**src/include/lfwd_pkg.sv**
```systemverilog
// lfwd_pkg: register map, field layout, reset values, states and timing constants
// of the low-frequency wake-up pattern detector; shared by the core and its bench.
package lfwd_pkg;

   // register indices; byte address on apb is four times the index
   localparam int ADDR_W = 10;
   localparam logic [7:0] IDX_INTERVAL = 8'hc4;
   localparam logic [7:0] IDX_SLOWOSC = 8'h97;
   localparam logic [7:0] IDX_PROTO = 8'ha4;
   localparam logic [7:0] IDX_LIMITS = 8'hdc;
   localparam logic [7:0] IDX_SYNC = 8'had;
   localparam logic [7:0] IDX_WAKEID = 8'haf;
   localparam logic [7:0] IDX_DATA = 8'hcc;
   localparam logic [7:0] IDX_STATUS = 8'he0;

   // field positions
   localparam int PROTO_SEL_LSB = 0;
   localparam int PROTO_WAKE_LSB = 2;
   localparam int PROTO_WAKEPRE_BIT = 4;
   localparam int OSC_TRIM_LSB = 0;
   localparam int OSC_DIV_LSB = 4;
   localparam int STAT_WAKE_BIT = 0;
   localparam int STAT_STATE_LSB = 4;
   localparam int STAT_TBIT_LSB = 16;
   localparam int SYNC_HALVES = 18;
   localparam int WAKEID_BITS = 16;
   localparam int DATA_BITS = 8;
   localparam int PRE_RUNS = 5;

   // reset values
   localparam logic [7:0] RST_INTERVAL = 8'h01;
   localparam logic [3:0] RST_TRIM = 4'h8;
   localparam logic [2:0] RST_DIV = 3'h0;
   localparam logic [2:0] RST_WINSEL = 3'h1;
   localparam logic [17:0] RST_SYNC = 18'h0;
   localparam logic [15:0] RST_WAKEID = 16'h0;
   localparam logic [7:0] RST_DATA = 8'h0;

   typedef enum logic [1:0] {
      PROTO_PWM = 2'b00, PROTO_PREONLY = 2'b01, PROTO_NOPRE = 2'b10, PROTO_BURST = 2'b11
   } lfwd_proto_e;

   typedef enum logic [1:0] {
      WAKE_NONE = 2'b00, WAKE_SYNC = 2'b01, WAKE_ID = 2'b10, WAKE_DATA = 2'b11
   } lfwd_wake_e;

   typedef enum logic [3:0] {
      ST_SLEEP = 4'h0, ST_LISTEN = 4'h1, ST_PRE = 4'h2, ST_MEAS = 4'h3,
      ST_SYNC = 4'h4, ST_WID = 4'h5, ST_DATA = 4'h6, ST_HOST = 4'h7
   } lfwd_state_e;

   // timing
   localparam int CLK_NS = 20;
   localparam int TBIT_NOM_NS = 256000;
   localparam int LFOSC_NS = 3333;
   localparam int WIN_STEP_NS = 128 * 4 * LFOSC_NS;
   localparam int WIN_STEP_CYC = WIN_STEP_NS / CLK_NS;
   localparam int AMP_SETUP_NS = 150000;
   localparam int AMP_SETUP_CYC = (AMP_SETUP_NS + CLK_NS - 1) / CLK_NS;
   localparam int SLOW_PERIOD_NS = 2222222;
   localparam int SLOW_CYC = SLOW_PERIOD_NS / CLK_NS;
   localparam int SLOW_TRIM_NS = 50000;
   localparam int SLOW_TRIM_CYC = SLOW_TRIM_NS / CLK_NS;
   localparam int RUN_MAX_CYC = 4 * TBIT_NOM_NS / CLK_NS;
   localparam int TW = 16;

endpackage : lfwd_pkg

```
**src/core/lfwd_core.sv**
```systemverilog
// lfwd_core: wake-up pattern detector, apb register slave, listen timing and host wake.
// assumes lf_carrier and lf_data come demodulated from the receive front end,
// already synchronous to pclk.
//
// Register access over APB and the register addresses were left to the implementer.
`timescale 1ns/1ps
`default_nettype none
module lfwd_core #(
   parameter int WIN_STEP = lfwd_pkg::WIN_STEP_CYC,
   parameter int AMP_SETUP = lfwd_pkg::AMP_SETUP_CYC,
   parameter int SLOW_BASE = lfwd_pkg::SLOW_CYC,
   parameter int SLOW_TRIM = lfwd_pkg::SLOW_TRIM_CYC,
   parameter int RUN_MAX = lfwd_pkg::RUN_MAX_CYC
) (
   input wire logic pclk,
   input wire logic presetn,
   input wire logic psel,
   input wire logic penable,
   input wire logic pwrite,
   input wire logic [lfwd_pkg::ADDR_W-1:0] paddr,
   input wire logic [31:0] pwdata,
   output logic [31:0] prdata,
   output logic pready,
   output logic pslverr,
   input wire logic lf_carrier,
   input wire logic lf_data,
   output logic rx_power_en,
   output logic host_wake
);
   import lfwd_pkg::*;

   typedef struct packed {
      lfwd_state_e state;
      logic [31:0] tmr;
      logic [TW-1:0] run;
      logic [TW-1:0] refw;
      logic [5:0] cnt;
      logic [TW-1:0] tbit;
      logic [TW-1:0] hc;
      logic [31:0] shreg;
      logic prev;
      logic wake;
      logic rx_on;
      logic [7:0] interval;
      logic [3:0] trim;
      logic [2:0] div;
      lfwd_proto_e proto;
      lfwd_wake_e wakept;
      logic wake_pre;
      logic [2:0] winsel;
      logic [17:0] sync;
      logic [15:0] wakeid;
      logic [7:0] data;
      logic [31:0] prdata;
      logic pready;
      logic pslverr;
   } lfwd_regs_s;

   lfwd_regs_s s_r;
   lfwd_regs_s s_nxt;

   // run length within a quarter of the reference counts as equal
   function automatic logic near(input logic [TW:0] a, input logic [TW:0] b);
      logic [TW:0] d;
      d = (a > b) ? a - b : b - a;
      return d <= (b >> 2);
   endfunction : near

   // manchester bit value is the level of its first half
   function automatic logic [15:0] firsts(input logic [31:0] v);
      logic [15:0] r;
      r = 16'h0;
      for (int i = 0; i < 16; i++) begin
         r[i] = v[2*i+1];
      end
      return r;
   endfunction : firsts

   function automatic logic halves_ok(input logic [31:0] v, input int nbits);
      logic ok;
      ok = 1'b1;
      for (int i = 0; i < 16; i++) begin
         if (i < nbits && v[2*i+1] == v[2*i]) begin
            ok = 1'b0;
         end
      end
      return ok;
   endfunction : halves_ok

   logic [7:0] idx;
   logic hit;
   logic [31:0] rmux;
   logic wr_go;
   logic rd_go;
   logic edge_seen;
   logic [31:0] ivl;
   logic [31:0] win;
   logic active;
   logic smp_go;
   logic [31:0] smp;
   logic [5:0] cnt_inc;

   always_comb begin
      s_nxt = s_r;
      idx = paddr[ADDR_W-1:2];
      hit = 1'b1;
      rmux = 32'h0;
      unique case (idx)
         IDX_INTERVAL: rmux = {24'h0, s_r.interval};
         IDX_SLOWOSC: rmux = {25'h0, s_r.div, s_r.trim};
         IDX_PROTO: rmux = {27'h0, s_r.wake_pre, s_r.wakept, s_r.proto};
         IDX_LIMITS: rmux = {29'h0, s_r.winsel};
         IDX_SYNC: rmux = {14'h0, s_r.sync};
         IDX_WAKEID: rmux = {16'h0, s_r.wakeid};
         IDX_DATA: rmux = {24'h0, s_r.data};
         IDX_STATUS: rmux = {s_r.tbit, 8'h0, 4'(s_r.state), 3'h0, s_r.wake};
         default: hit = 1'b0;
      endcase

      // one wait state: data prepared in the first access cycle, pready the next
      rd_go = psel && penable && !s_r.pready;
      wr_go = psel && penable && s_r.pready && pwrite;
      s_nxt.pready = rd_go;
      if (rd_go) begin
         s_nxt.prdata = pwrite ? 32'h0 : rmux;
         s_nxt.pslverr = !hit;
      end else begin
         s_nxt.pslverr = 1'b0;
      end
      if (wr_go) begin
         unique case (idx)
            IDX_INTERVAL: s_nxt.interval = pwdata[7:0];
            IDX_SLOWOSC: begin
               s_nxt.trim = pwdata[OSC_TRIM_LSB +: 4];
               s_nxt.div = pwdata[OSC_DIV_LSB +: 3];
            end
            IDX_PROTO: begin
               s_nxt.proto = lfwd_proto_e'(pwdata[PROTO_SEL_LSB +: 2]);
               s_nxt.wakept = lfwd_wake_e'(pwdata[PROTO_WAKE_LSB +: 2]);
               s_nxt.wake_pre = pwdata[PROTO_WAKEPRE_BIT];
            end
            IDX_LIMITS: s_nxt.winsel = pwdata[2:0];
            IDX_SYNC: s_nxt.sync = pwdata[17:0];
            IDX_WAKEID: s_nxt.wakeid = pwdata[15:0];
            IDX_DATA: s_nxt.data = pwdata[7:0];
            IDX_STATUS: if (pwdata[STAT_WAKE_BIT]) s_nxt.wake = 1'b0;
            default: s_nxt.wake = s_r.wake;
         endcase
      end

      // listen interval and window for the selected variant
      if (s_r.proto == PROTO_BURST) begin
         ivl = (32'(SLOW_BASE) + 32'(s_r.trim) * 32'(SLOW_TRIM)) * (32'(s_r.div) + 32'h1);
      end else begin
         // interval count straight in slow periods; keeping it short enough is software's job
         ivl = 32'(s_r.interval) * 32'(SLOW_BASE);
      end
      win = 32'(s_r.winsel) * 32'(WIN_STEP);
      if (s_r.proto == PROTO_BURST && win < 32'(AMP_SETUP)) begin
         win = 32'(AMP_SETUP);
      end
      active = (s_r.proto == PROTO_NOPRE) || (s_r.proto == PROTO_BURST);

      edge_seen = lf_data != s_r.prev;
      s_nxt.prev = lf_data;
      smp = {s_r.shreg[30:0], lf_data};
      cnt_inc = s_r.cnt + 6'h1;
      smp_go = 1'b0;

      // half-bit sampler resyncs on every edge, samples at a quarter bit
      if (edge_seen || s_r.hc == (s_r.tbit >> 1) - TW'(1)) begin
         s_nxt.hc = '0;
      end else begin
         s_nxt.hc = s_r.hc + TW'(1);
      end
      smp_go = !edge_seen && s_r.hc == (s_r.tbit >> 2);

      if (s_r.run != '1) begin
         s_nxt.run = s_r.run + TW'(1);
      end

      unique case (s_r.state)
         ST_SLEEP: begin
            s_nxt.rx_on = 1'b0;
            s_nxt.tmr = active ? s_r.tmr + 32'h1 : 32'h0;
            if (active && s_r.tmr + 32'h1 >= ivl) begin
               s_nxt.state = ST_LISTEN;
               s_nxt.tmr = 32'h0;
               s_nxt.rx_on = 1'b1;
            end
         end
         ST_LISTEN: begin
            s_nxt.tmr = s_r.tmr + 32'h1;
            if (lf_carrier) begin
               s_nxt.state = ST_PRE;
               s_nxt.cnt = 6'h0;
               s_nxt.run = '0;
            end else if (s_r.tmr + 32'h1 >= win) begin
               s_nxt.state = ST_SLEEP;
               s_nxt.tmr = 32'h0;
               s_nxt.rx_on = 1'b0;
            end
         end
         ST_PRE: begin
            if (edge_seen) begin
               // the edge cycle is the first cycle of the new run, so a half bit of n cycles counts n
               s_nxt.run = TW'(1);
               if (s_r.cnt == 6'h0) begin
                  s_nxt.cnt = 6'h1;
               end else if (s_r.cnt == 6'h1) begin
                  s_nxt.refw = s_r.run;
                  s_nxt.cnt = 6'h2;
               end else if (near({1'b0, s_r.run}, {1'b0, s_r.refw})
                  || (s_r.proto == PROTO_NOPRE && (near({1'b0, s_r.run}, {s_r.refw, 1'b0})
                  || near({s_r.run, 1'b0}, {1'b0, s_r.refw})))) begin
                  s_nxt.cnt = cnt_inc;
                  if (cnt_inc == 6'(PRE_RUNS + 1)) begin
                     s_nxt.cnt = 6'h0;
                     s_nxt.state = s_r.wake_pre ? ST_HOST : ST_MEAS;
                     s_nxt.wake = s_r.wake | s_r.wake_pre;
                  end
               end else begin
                  s_nxt.refw = s_r.run;
                  s_nxt.cnt = 6'h2;
               end
            end else if (32'(s_r.run) > 32'(RUN_MAX)) begin
               s_nxt.state = ST_SLEEP;
               s_nxt.tmr = 32'h0;
               s_nxt.rx_on = 1'b0;
            end
         end
         ST_MEAS: begin
            if (edge_seen) begin
               s_nxt.run = TW'(1);
               if (s_r.cnt == 6'h0) begin
                  s_nxt.refw = s_r.run;
                  s_nxt.cnt = 6'h1;
               end else begin
                  s_nxt.tbit = s_r.refw + s_r.run;
                  s_nxt.cnt = 6'h0;
                  s_nxt.state = ST_SYNC;
               end
            end else if (32'(s_r.run) > 32'(RUN_MAX)) begin
               s_nxt.state = ST_SLEEP;
               s_nxt.tmr = 32'h0;
               s_nxt.rx_on = 1'b0;
            end
         end
         ST_SYNC, ST_WID, ST_DATA: begin
            if (smp_go) begin
               s_nxt.shreg = smp;
               s_nxt.cnt = cnt_inc;
               if (s_r.state == ST_SYNC && cnt_inc == 6'(SYNC_HALVES)) begin
                  s_nxt.cnt = 6'h0;
                  if (smp[17:0] != s_r.sync) begin
                     s_nxt.state = ST_SLEEP;
                  end else if (s_r.wakept == WAKE_SYNC) begin
                     s_nxt.state = ST_HOST;
                  end else begin
                     s_nxt.state = ST_WID;
                  end
               end else if (s_r.state == ST_WID && cnt_inc == 6'(2 * WAKEID_BITS)) begin
                  s_nxt.cnt = 6'h0;
                  if (firsts(smp) != s_r.wakeid || !halves_ok(smp, WAKEID_BITS)) begin
                     s_nxt.state = ST_SLEEP;
                  end else if (s_r.wakept == WAKE_ID) begin
                     s_nxt.state = ST_HOST;
                  end else begin
                     s_nxt.state = ST_DATA;
                  end
               end else if (s_r.state == ST_DATA && cnt_inc == 6'(2 * DATA_BITS)) begin
                  s_nxt.cnt = 6'h0;
                  // wake point none: a full match still goes back to sleep silently
                  if (firsts({16'h0, smp[15:0]}) == {8'h0, s_r.data} && halves_ok({16'h0, smp[15:0]}, DATA_BITS)
                     && s_r.wakept == WAKE_DATA) begin
                     s_nxt.state = ST_HOST;
                  end else begin
                     s_nxt.state = ST_SLEEP;
                  end
               end
               if (s_nxt.state == ST_HOST) begin
                  s_nxt.wake = 1'b1;
               end else if (s_nxt.state == ST_SLEEP) begin
                  s_nxt.tmr = 32'h0;
                  s_nxt.rx_on = 1'b0;
               end
            end
         end
         ST_HOST: begin
            // receive path stays up for the host until it acknowledges the wake
            s_nxt.rx_on = 1'b1;
            if (!s_r.wake) begin
               s_nxt.state = ST_SLEEP;
               s_nxt.tmr = 32'h0;
               s_nxt.rx_on = 1'b0;
            end
         end
         default: begin
            s_nxt.state = ST_SLEEP;
            s_nxt.rx_on = 1'b0;
         end
      endcase

      // a new wake set in the same cycle as a software clear wins
      if (s_r.state != ST_HOST && s_nxt.state == ST_HOST) begin
         s_nxt.wake = 1'b1;
      end
   end

   always_ff @(posedge pclk or negedge presetn) begin
      if (!presetn) begin
         s_r <= '{state: ST_SLEEP, tmr: 32'h0, run: '0, refw: '0, cnt: 6'h0, tbit: '0, hc: '0,
                  shreg: 32'h0, prev: 1'b0, wake: 1'b0, rx_on: 1'b0, interval: RST_INTERVAL,
                  trim: RST_TRIM, div: RST_DIV, proto: PROTO_NOPRE, wakept: WAKE_NONE,
                  wake_pre: 1'b0, winsel: RST_WINSEL, sync: RST_SYNC, wakeid: RST_WAKEID,
                  data: RST_DATA, prdata: 32'h0, pready: 1'b0, pslverr: 1'b0};
      end else begin
         s_r <= s_nxt;
      end
   end

   assign prdata = s_r.prdata;
   assign pready = s_r.pready;
   assign pslverr = s_r.pslverr;
   assign rx_power_en = s_r.rx_on;
   assign host_wake = s_r.wake;

endmodule : lfwd_core
`default_nettype wire

```
**config.mk**
```make
export PLATFORM = sky130hd
export DESIGN_NAME = lfwd_core
export DESIGN_NICKNAME = d
export VERILOG_FILES = /design/src/include/lfwd_pkg.sv /design/src/core/lfwd_core.sv
export SDC_FILE = /design/constraint.sdc
export NUM_CORES = 1
export LEC_CHECK = 0
export ABC_AREA = 1
export ABC_CLOCK_PERIOD_IN_PS = 7750
export BUFFER_PORTS_ARGS = -buffer_cell sky130_fd_sc_hd__buf_2
export CAP_MARGIN = 25
export CORE_ASPECT_RATIO = 1.5
export CORE_MARGIN = 4
export CORE_UTILIZATION = 35
export DETAILED_ROUTE_END_ITERATION = 16
export MAX_ROUTING_LAYER = met4
export SYNTH_ARGS = -nofsm -noshare
export SYNTH_HDL_FRONTEND = slang
export SYNTH_SLANG_ARGS = --single-unit
```
**constraint.sdc**
```tcl
create_clock -name pclk -period 7.75 [get_ports pclk]
set_input_delay 1.55 -clock pclk [delete_from_list [all_inputs] [get_ports pclk]]
set_output_delay 1.55 -clock pclk [all_outputs]
set_load 0.01 [all_outputs]
```
== Word level (Yosys, flattened, before mapping) ==
Index checks and enable logic that the tools add are counted.

* Register bits after elaboration: 239
* Logic and storage cells: 272
* Input bits: 49
* Output and inout bits: 36

* $lt $le $gt $ge: 10
* Muxes and demuxes: 108
* Reductions and logical operators: 45
* Equal/unequal tests: 65
* Multiply operators: 4
* Add/subtract/negate cells: 14
* Bitwise logic cells: 2

{| class="wikitable"
|+ Operators with widths
! kind !! count
|-
| $pmux 32 s8 || 1
|-
| $mux 32 || 6
|-
| $mux 36 || 5
|-
| $pmux 32 s5 || 1
|-
| $mux 16 || 7
|-
| $eq 8x8->1 const B || 8
|-
| $ge 32x32->1 || 2
|-
| $mux 54 || 1
|-
| $mux 4 || 13
|-
| $mux 17 || 3
|-
| $mux 6 || 8
|-
| $pmux 16 s3 || 1
|-
| $mux 1 || 47
|-
| $mux 38 || 1
|-
| $le 17x14->1 || 2
|-
| $sub 16x16->17 || 2
|-
| $sub 16x17->17 || 2
|-
| $sub 17x16->17 || 2
|-
| $add 16x1->16 const B || 2
|-
| $add 32x1->32 const B || 1
|-
| $pmux 16 s2 || 1
|-
| $mul 8x17->25 const B || 1
|-
| $mux 25 || 1
|-
| $eq 4x3->1 const B || 6
|-
| other kinds (60) || 124
|}

== Longest topological paths before layout ==
Gate-level depths: netlist of the first run.

* Depth after elaboration: 36
* Mapped depth: 42
* Mapped depth without buffers: 41

== Worst setup path before layout of the first run ==
OpenSTA, ideal clock, no wires.

* Kind: flip-flop to flip-flop
* From: register s_r[90] (netlist bit)
* To: register s_r[211] (netlist bit)
* Setup slack: 0.730 ns
* Arrival time: 6.954 ns
* Cell stages (with the launch flop): 41
* Period minus slack after synthesis: 7.020 ns
* Setup time: 0.066 ns
* Path buffers: 1
* Data required time: 7.684 ns
* Cell sequence: dfstp_2 inv_1 fa_1 inv_1 ha_1 inv_1 fa_1 o21ai_0 nand2_1 a21oi_1 xor2_1 a21bo_2 nand2_1 inv_1 nor2_1 nor2_1 fa_1 inv_1 [5 not listed] nand4_1 nand3_1 nand3_1 nand2_1 o21ai_0 a21oi_1 nor2_1 ha_1 a21oi_1 a21oi_1 a211oi_1 nand2_1 nand3_1 nand4_1 nand2_2 buf_6 nand3_1 nand2_1

* Cells in the longest elaborated chain, start to end: 8

{| class="wikitable"
|+ RTL lines
! what !! RTL line !! source
|-
| start: declaration || lfwd_core.sv:59 || <nowiki>lfwd_regs_s s_r;</nowiki>
|-
| start signal: assignment || lfwd_core.sv:312 || <nowiki>s_r <= '{state: ST_SLEEP, tmr: 32'h0, run: '0, refw: '0, cnt: 6'h0, tbit: '0, hc: '0,</nowiki>
|-
| start signal: assignment || lfwd_core.sv:318 || <nowiki>s_r <= s_nxt;</nowiki>
|-
| $mul 4x10->14 || lfwd_core.sv:153 || <nowiki>ivl = (32'(SLOW_BASE) + 32'(s_r.trim) * 32'(SLOW_TRIM)) * (32'(s_r.div) + 32'h1);</nowiki>
|-
| $add 17x16->18 || lfwd_core.sv:153 ||
|-
| $mul 18x4->22 || lfwd_core.sv:153 ||
|-
| $mux 25 || lfwd_core.sv:152 || <nowiki>if (s_r.proto == PROTO_BURST) begin</nowiki>
|-
| $ge 32x32->1 || lfwd_core.sv:186 || <nowiki>if (active && s_r.tmr + 32'h1 >= ivl) begin</nowiki>
|-
| $logic_and 1x1->1 || lfwd_core.sv:186 ||
|-
| $mux 36 || lfwd_core.sv:186 ||
|-
| $pmux 32 s5 || lfwd_core.sv:182 || <nowiki>unique case (s_r.state)</nowiki>
|}

No other way between the ends.
A chain may end at the register's enable or synchronous reset.

== Worst setup path after layout of the first run ==
* From: register s_r[90] (netlist bit)
* To: register s_r[226] (netlist bit)

Same word-level chain as after synthesis.

==> qor.yml, run 1 <==
placement:
  dp_slack_ns: 0.122
  hpwlAfterDp_um: 68400
  port-buffer-count: 68
  routabilityCongestion: 0.953
  placement.cell_area_sq_um: 27600
power:
  switching_share_pct: 43.5
  power.switching_w: 0.00221
  pwr-share-comb_pct: 46.0
  p_clk_share_pct: 26.7
  peakVddDrop_mv: 0.182
  p_int_w: 0.00288
  leakage_nw: 15.0
  seqPwrFrac_pct: 27.3
  cellPowerDensity_nw_per_um2: 177
worst_setup_path:
  path_common_cell: "inv_1"
  critPathSlowestCell: "dfstp_2"
  cp-end-kind: "register"
  arrival_ns: 7.86
  rr_startpoint: "s_r[90]$_DFFE_PN1P_"
  cp-startpoint: "s_r[90]$_DFFE_PN1P_"
  critPathMaxFanout: 6
  crit_required_ns: 8.26
  crit_type: "reg2reg"
  max_stage_delay_ns: 0.53
  crit_path_start_kind: "register"
floorplanning:
  io_pins: 85
  die_h_um: 343
  dieArea_sq_um: 79400
  dieWidth_um: 231
  initial_core_util_pct: 35.4
  core_area_sq_um: 74000
  num_rows: 122
cts:
  clk_path_buf_depth: 3
  cts.clk_slew.worst_paths_ns: 0.07
  insertion_delay_ns: 0.58
  clock_sinks: 239
  cts.htree.levels: 1
  numCtsBuffers: 27
  root_buffer: "clkbuf_16"
  cts_hold_buffers: 0
  cts_tree: "yes"
yosys:
  synthArstFlopShare_pct: 100
  yosys_register_bits: 239
  syn-instance-count: 3761
  synth_fp_nets: 4195
  ys_types: 68
  ys_seq_area_share_pct: 22.9
  yosys_warnings: 0
  synth-edff-count: 0
  synth_area_leaders: "dfrtp_1, ha_1, nand2_1, inv_1, fa_1"
  post_synth.cell_area_avg_sq_um: 6.96
  synth_area_sq_um: 26200
  synth_top_area_share_pct: 22.5
  ys.flop_type: "dfrtp_1"
  yosysTopAreaCell: "dfrtp_1"
layout:
  drive_gt1_share_pct: 6.91
  regArea_sq_um: 5990
  mostFrequentLayoutCells: "nand2_1, inv_1, ha_1"
  fin_nets: 4251
  area.growth.synth_to_final_pct: 10.1
  mostFrequentLayoutCell: "nand2_1"
  multi_input_area_sq_um: 17500
  fill_cells: 7933
  finalInstanceArea_sq_um: 28800
timing:
  period_share_pct: 94.9
  skew_ns: 0.0176
  fin_ws_ns: 0.395
  relSlewSlack_pct: 34.5
  slew_violations: 0
  worst_pin_slew_ns: 0.976
  fin_crit_ns: 7.35
  max_freq_mhz: 136
  hold_viol_final: 0
  setup_viol: 0
  setup_tns_ns: 0
detailed_routing:
  drt_iter0_markers: 1380
  route.detailed.drc: 0
  route.antenna.remaining_nets: 0
  via_per_inst: 5.10
  wl_per_cell_um: 17.5
  vias: 24616
  drt-pass1-iter-count: 6
  wirelength_um: 84600
global_route:
  grt_overflow: 0
  antenna_found_initial: 3
  grt_pass1_vias: 24819
  grt_usage_pct: 21.2
  grt_pass1_wl_um: 132000
  grt_max_degree: 105
outcome:
  status: "finished clean"
flow_run:
  maxCapViolCount: 0
hold_path:
  worstHoldStart: "pready$_DFF_PN0_"
  hp-class: "reg2reg"
## through the flow
step                      hold WS (ns)  total power, W  cells  util, %
after global placement           0.455         0.00372   4772     37.3
after floorplan                  0.452         0.00310   3761        -
after detailed placement         0.459         0.00375   4772     37.3
final                            0.477         0.00509   4830     38.9
after global routing             0.499         0.00550   4830     38.9
after CTS                        0.472         0.00512   4820     38.5
## critical path: cells and delay by family, from the launching register on
family | cells | cell delay [ns]
AO/OA/AOI/OAI | 8 | 1.14
flip-flops | 1 | 0.53
adder cells (fa/ha/maj) | 7 | 2.69
buffers and inverters | 9 | 0.89
XOR/XNOR | 1 | 0.16
AND/OR/NAND/NOR | 18 | 1.83
## path summary, 6_finish.rpt
path	slack (ns)	depth (start not counted)	end
max reg2reg	0.40	43	s_r[226]$_DFFE_PN0P_
min reg2reg	0.48	1	pready$_DFF_PN0_
min	0.48	1	pready$_DFF_PN0_
max in group asynchronous	5.33	2	s_r[73]$_DFFE_PN0P_
max	0.40	43	s_r[226]$_DFFE_PN0P_
min in group asynchronous	0.99	1	s_r[212]$_DFFE_PN0P_
## synthesized netlist by cell type, types with 9 or more instances
cell type / n
fa_1: 61
nand4_1: 47
or2_2: 12
nand3_1: 159
buf_2: 13
inv_1: 597
o211ai_1: 20
o22ai_1: 16
o31ai_1: 12
a21o_1: 11
o21a_1: 14
clkbuf_1: 47
o21bai_1: 14
buf_4: 36
o21ai_0: 244
dfrtp_1: 235
nand2_1: 957
a21oi_1: 202
o21ai_2: 12
xor2_1: 124
a31oi_1: 12
ha_1: 324
nor2_1: 289
nor4_1: 26
a211oi_1: 14
a32o_1: 9
nor3_1: 76
xnor2_1: 58
o2111ai_1: 9
## sequential cells by signal (all words and copies together) (netlist names)
signal,count
host_wake,1
prdata,32
pready,1
pslverr,1
rx_power_en,1
s_r,203
## area by class of cell
cell class | instances | share of cell area [%]
Clock inverter | 13 | 0.595
Antenna cell | 2 | 0.0174
Sequential cell | 239 | 20.8
Inverter | 608 | 7.92
Multi-Input combinational cell | 2813 | 60.8
Tap cell | 992 | 4.30
Clock buffer | 35 | 2.52
Timing Repair Buffer | 128 | 3.05
## cells by family after synthesis
group / Yosys count / share of synthesized area, %
compound gates: 634 / 14.1
xor+xnor: 182 / 6.09
fa+ha+maj: 385 / 20.1
buf+inv: 709 / 10.9
flops: 239 / 22.9
mux: 9 / 0.368
other cells: 1 / 0.0143
simple gates: 1602 / 25.5
## power by group through the flow
stage               sequential (W)  clock (W)  combinational, W
floorplan                  0.00137          0           0.00173
global placement           0.00141          0           0.00230
detailed placement         0.00141          0           0.00234
CTS                        0.00139    0.00139           0.00235
global route               0.00140    0.00143           0.00268
finish                     0.00139    0.00136           0.00234
## timing repair
item	in CTS	in global routing
endpoints found under the setup margin	0	27
resized for setup	0	41
buffers inserted	0	2
## per-layer routing
layer,routed length (um),vias up,track usage [%],share of wire (%)
li1,-,12287,-,-
met1,32500,11657,22.4,38
met2,45600,479,40.5,54
met3,2600,193,1.80,3.1
met4,3820,0,8.19,4.5
met5,0,-,-,0
No activity file was read; power rests on OpenSTA's default activity.
==> run 2: changes to the inputs <==
--- a/config.mk
+++ b/config.mk
@@ -5,11 +5,9 @@
 export SDC_FILE = /design/constraint.sdc
 export NUM_CORES = 1
 export LEC_CHECK = 0
-export ABC_AREA = 1
 export ABC_CLOCK_PERIOD_IN_PS = 7750
 export BUFFER_PORTS_ARGS = -buffer_cell sky130_fd_sc_hd__buf_2
 export CAP_MARGIN = 25
-export CORE_ASPECT_RATIO = 1.5
 export CORE_MARGIN = 4
 export CORE_UTILIZATION = 35
 export DETAILED_ROUTE_END_ITERATION = 16
@@ -17,3 +15,4 @@
 export SYNTH_ARGS = -nofsm -noshare
 export SYNTH_HDL_FRONTEND = slang
 export SYNTH_SLANG_ARGS = --single-unit
+export TNS_END_PERCENT = 10
==> run 2 against run 1 <==
  * Maximum frequency fell by 3.0%
  * Largest cell class unchanged
  * Cell count fell by 17%
  * Worst setup slack worse by 0.22 ns
  * Via count shrank 10%
  * Sequential power about the same
  * Global-route usage decreased by 2.1 points
  * Die area decreased by 1.3%
  * Flip-flop and latch count unchanged
==> qor.yml, run 2 <==
outcome:
  status: "finished clean"
yosys:
  yosysTopAreaCell: "dfrtp_1"
  ys_seq_area_share_pct: 23.1  # +0.28 points
  synthArstFlopShare_pct: 100  # unchanged
  synthTopCellsByCount: "ha_1, nand2_1, dfrtp_1"
  yosysMostFrequentCell: "ha_1"
  synth-edff-count: 0  # unchanged
  synth_area_leaders: "dfrtp_1, ha_1, xnor2_1, fa_1, mux2_2"
  synth_fp_nets: 3437  # -18%
  yosys_register_bits: 239  # unchanged
  yosys_warnings: 0  # unchanged
  ys.flop_type: "dfrtp_1"
  synth_top_area_share_pct: 22.7  # +0.27 points
  post_synth.cell_area_avg_sq_um: 8.62  # +24%
  ys_types: 98  # +44%
  syn-instance-count: 3003  # -20%
  synth_area_sq_um: 25900  # -1.2%
cts:
  clk_path_buf_depth: 3  # unchanged
  numCtsBuffers: 26  # -3.7%
  insertion_delay_ns: 0.58  # about the same
  cts.htree.levels: 1  # unchanged
  root_buffer: "clkbuf_16"
  cts.clk_slew.worst_paths_ns: 0.07  # about the same
  clock_sinks: 239  # unchanged
  cts_tree: "yes"
worst_setup_path:
  ff2ff_setup_slack_ns: 0.17  # -0.22 ns
  rr_startpoint: "s_r[90]$_DFFE_PN1P_"
  cp-startpoint: "s_r[90]$_DFFE_PN1P_"
  cp-end-kind: "register"
  crit_path_start_kind: "register"
  max_stage_delay_ns: 0.57  # +0.04 ns
  crit_type: "reg2reg"
  path_common_cell: "inv_2"
  arrival_ns: 8.03  # +0.17 ns
  critPathSlowestCell: "or4_4"
  cp-endpoint: "s_r[204]$_DFFE_PN0P_"
  crit_required_ns: 8.20  # -0.06 ns
  rr_worst_depth: 31  # -28%
  critPathMaxFanout: 6  # unchanged
  rr_endpoint: "s_r[204]$_DFFE_PN0P_"
global_route:
  grt_max_degree: 131  # +25%
  grt_pass1_vias: 21307  # -14%
  grt_usage_pct: 19.1  # -2.1 points
  grt_pass1_wl_um: 119000  # -9.4%
  antenna_found_initial: 4  # +1
  grt_overflow: 0  # unchanged
floorplanning:
  io_pins: 85  # unchanged
  dieWidth_um: 280  # +21%
  dieArea_sq_um: 78300  # -1.3%
  initial_core_util_pct: 35.4  # about the same
  core_area_sq_um: 73100  # -1.3%
  die_h_um: 280  # -18%
  num_rows: 99  # -19%
timing:
  period_share_pct: 97.8  # +2.9 points
  fin_crit_ns: 7.58  # +0.225 ns
  hold_viol_final: 0  # unchanged
  worst_pin_slew_ns: 0.992  # +0.0166 ns
  skew_ns: 0.0259  # +0.00824 ns
  setup_viol: 0  # unchanged
  grt_setup_unrepaired: "yes"
  fin_hold_ws_ns: 0.468  # -0.00918 ns
  slew_violations: 0  # unchanged
  max_freq_mhz: 132  # -3.0%
  setup_tns_ns: 0  # unchanged
  relSlewSlack_pct: 33.3  # -1.1 points
  fin_ws_ns: 0.171  # -0.225 ns
placement:
  dp_slack_ns: -0.332  # -0.454 ns
  routabilityCongestion: 0.927  # -2.8%
  port-buffer-count: 68  # unchanged
  hpwlAfterDp_um: 58200  # -15%
detailed_routing:
  drt-pass1-iter-count: 6  # unchanged
  via_per_inst: 5.49  # +7.6%
  vias: 22104  # -10%
  route.detailed.drc: 0  # unchanged
  wirelength_um: 74700  # -12%
  route.antenna.remaining_nets: 0  # unchanged
  wl_per_cell_um: 18.5  # +5.9%
  drt_iter0_markers: 1679  # +22%
layout:
  drive_gt1_share_pct: 14.7  # +7.8 points
  regArea_sq_um: 5990  # unchanged
  mostFrequentLayoutCells: "ha_1, nand2_1, dfrtp_1"
  largest_register_ffs: 203  # unchanged
  area.growth.synth_to_final_pct: 11.6
  fill_cells: 7492  # -5.6%
  mostFrequentLayoutCell: "ha_1"
  multi_input_area_sq_um: 18700  # +6.7%
  fin_nets: 3483  # -18%
  fin_util_pct: 39.5  # +0.58 points
  top_register: "s_r"
power:
  pwr-share-comb_pct: 50.0  # +4.0 points
  switching_share_pct: 41.9  # -1.6 points
  cellPowerDensity_nw_per_um2: 193  # +9.2%
  p_clk_share_pct: 25.0  # -1.7 points
  power.switching_w: 0.00234  # +5.5%
  seqPwrFrac_pct: 25.0  # -2.3 points
  leakage_nw: 13.7  # -8.5%
  p_int_w: 0.00324  # +13%
  peakVddDrop_mv: 0.169  # -6.7%
flow_run:
  maxCapViolCount: 0  # unchanged
hold_path:
  hp-class: "reg2reg"
-- run 2: what timing repair did --
action / 4_1_cts / 5_1_grt
endpoints found under the setup margin: 32 / 34
hold buffers: 0 / 0
setup buffers: 3 / 8
pin swaps: 22 / 26
gates resized for setup: 24 / 50
hold endpoints to repair: 0 / 0
cloned: 0 / 0
-- run 2: final cells by class --
type	count	share of cell area [%]
repair buffers	182	4.40
flip-flops and latches	239	20.7
inverters	202	2.62
clock inverters	13	0.645
diodes	1	0.00866
well taps	959	4.15
multi-input cells	2398	64.8
clock buffers	35	2.65
-- run 2: worst min path at each step --
stage | cells past startpoint | start | endpoint | slack, ns
4_1_cts | 2 | prdata[17]$_DFFE_PN0P_ | prdata[17]$_DFFE_PN0P_ | 0.47
3_5_place_dp | 2 | prdata[17]$_DFFE_PN0P_ | prdata[17]$_DFFE_PN0P_ | 0.46
2_1_floorplan | 2 | prdata[16]$_DFFE_PN0P_ | prdata[16]$_DFFE_PN0P_ | 0.44
3_3_place_gp | 2 | prdata[17]$_DFFE_PN0P_ | prdata[17]$_DFFE_PN0P_ | 0.45
5_1_grt | 2 | prdata[17]$_DFFE_PN0P_ | prdata[17]$_DFFE_PN0P_ | 0.51
6_report | 2 | prdata[17]$_DFFE_PN0P_ | prdata[17]$_DFFE_PN0P_ | 0.47
-- run 2: power by group through the flow --
stage | Sequential [W] | Clock [W] | Combinational, W
6_report | 0.00140 | 0.00139 | 0.00279
5_1_grt | 0.00140 | 0.00146 | 0.00312
4_1_cts | 0.00139 | 0.00142 | 0.00275
3_5_place_dp | 0.00142 | 0 | 0.00272
3_3_place_gp | 0.00142 | 0 | 0.00270
2_1_floorplan | 0.00139 | 0 | 0.00204
-- run 2: cells by family (layout without fill, tap and decap cells) --
| logic type | Yosys count | count (layout) | share of synthesized area [%] |
|---|---|---|---|
| adder cells (fa/ha/maj) | 385 | 385 | 20.4 |
| XOR/XNOR | 256 | 256 | 8.66 |
| multiplexers | 128 | 128 | 5.45 |
| AO/OA/AOI/OAI | 724 | 724 | 19.0 |
| other | 1 | 2 | 0.0145 |
| flip-flops | 239 | 239 | 23.1 |
| buffers and inverters | 366 | 432 | 5.97 |
| AND/OR/NAND/NOR | 904 | 904 | 17.4 |
-- run 2: critical path, delay by kind of cell (launching register included) --
family,cells,cell delay [ns]
mux,1,0.28
fa+ha+maj,7,2.58
compound gates,7,1.25
buf+inv,6,0.42
simple gates,7,1.94
xor+xnor,3,0.46
flops,1,0.54
-- run 2: layer usage --
layer | track usage [%] | share of wire [%] | wire (um) | up-vias
met5 | - | 0 | 0 | -
met4 | 3.43 | 1.9 | 1390 | 0
met3 | 2.12 | 4.3 | 3210 | 98
met2 | 30.8 | 47 | 34800 | 477
met1 | 26.4 | 47 | 35300 | 10714
li1 | - | - | - | 10815
-- run 2: metrics by stage --
step	instance area, sq um	instances	power (W)
after CTS	28500	4017	0.00556
after detailed placement	27500	3967	0.00414
after floorplan	25900	3003	0.00343
final	28900	4029	0.00557
after global routing	28900	4029	0.00598
after global placement	27500	3965	0.00412
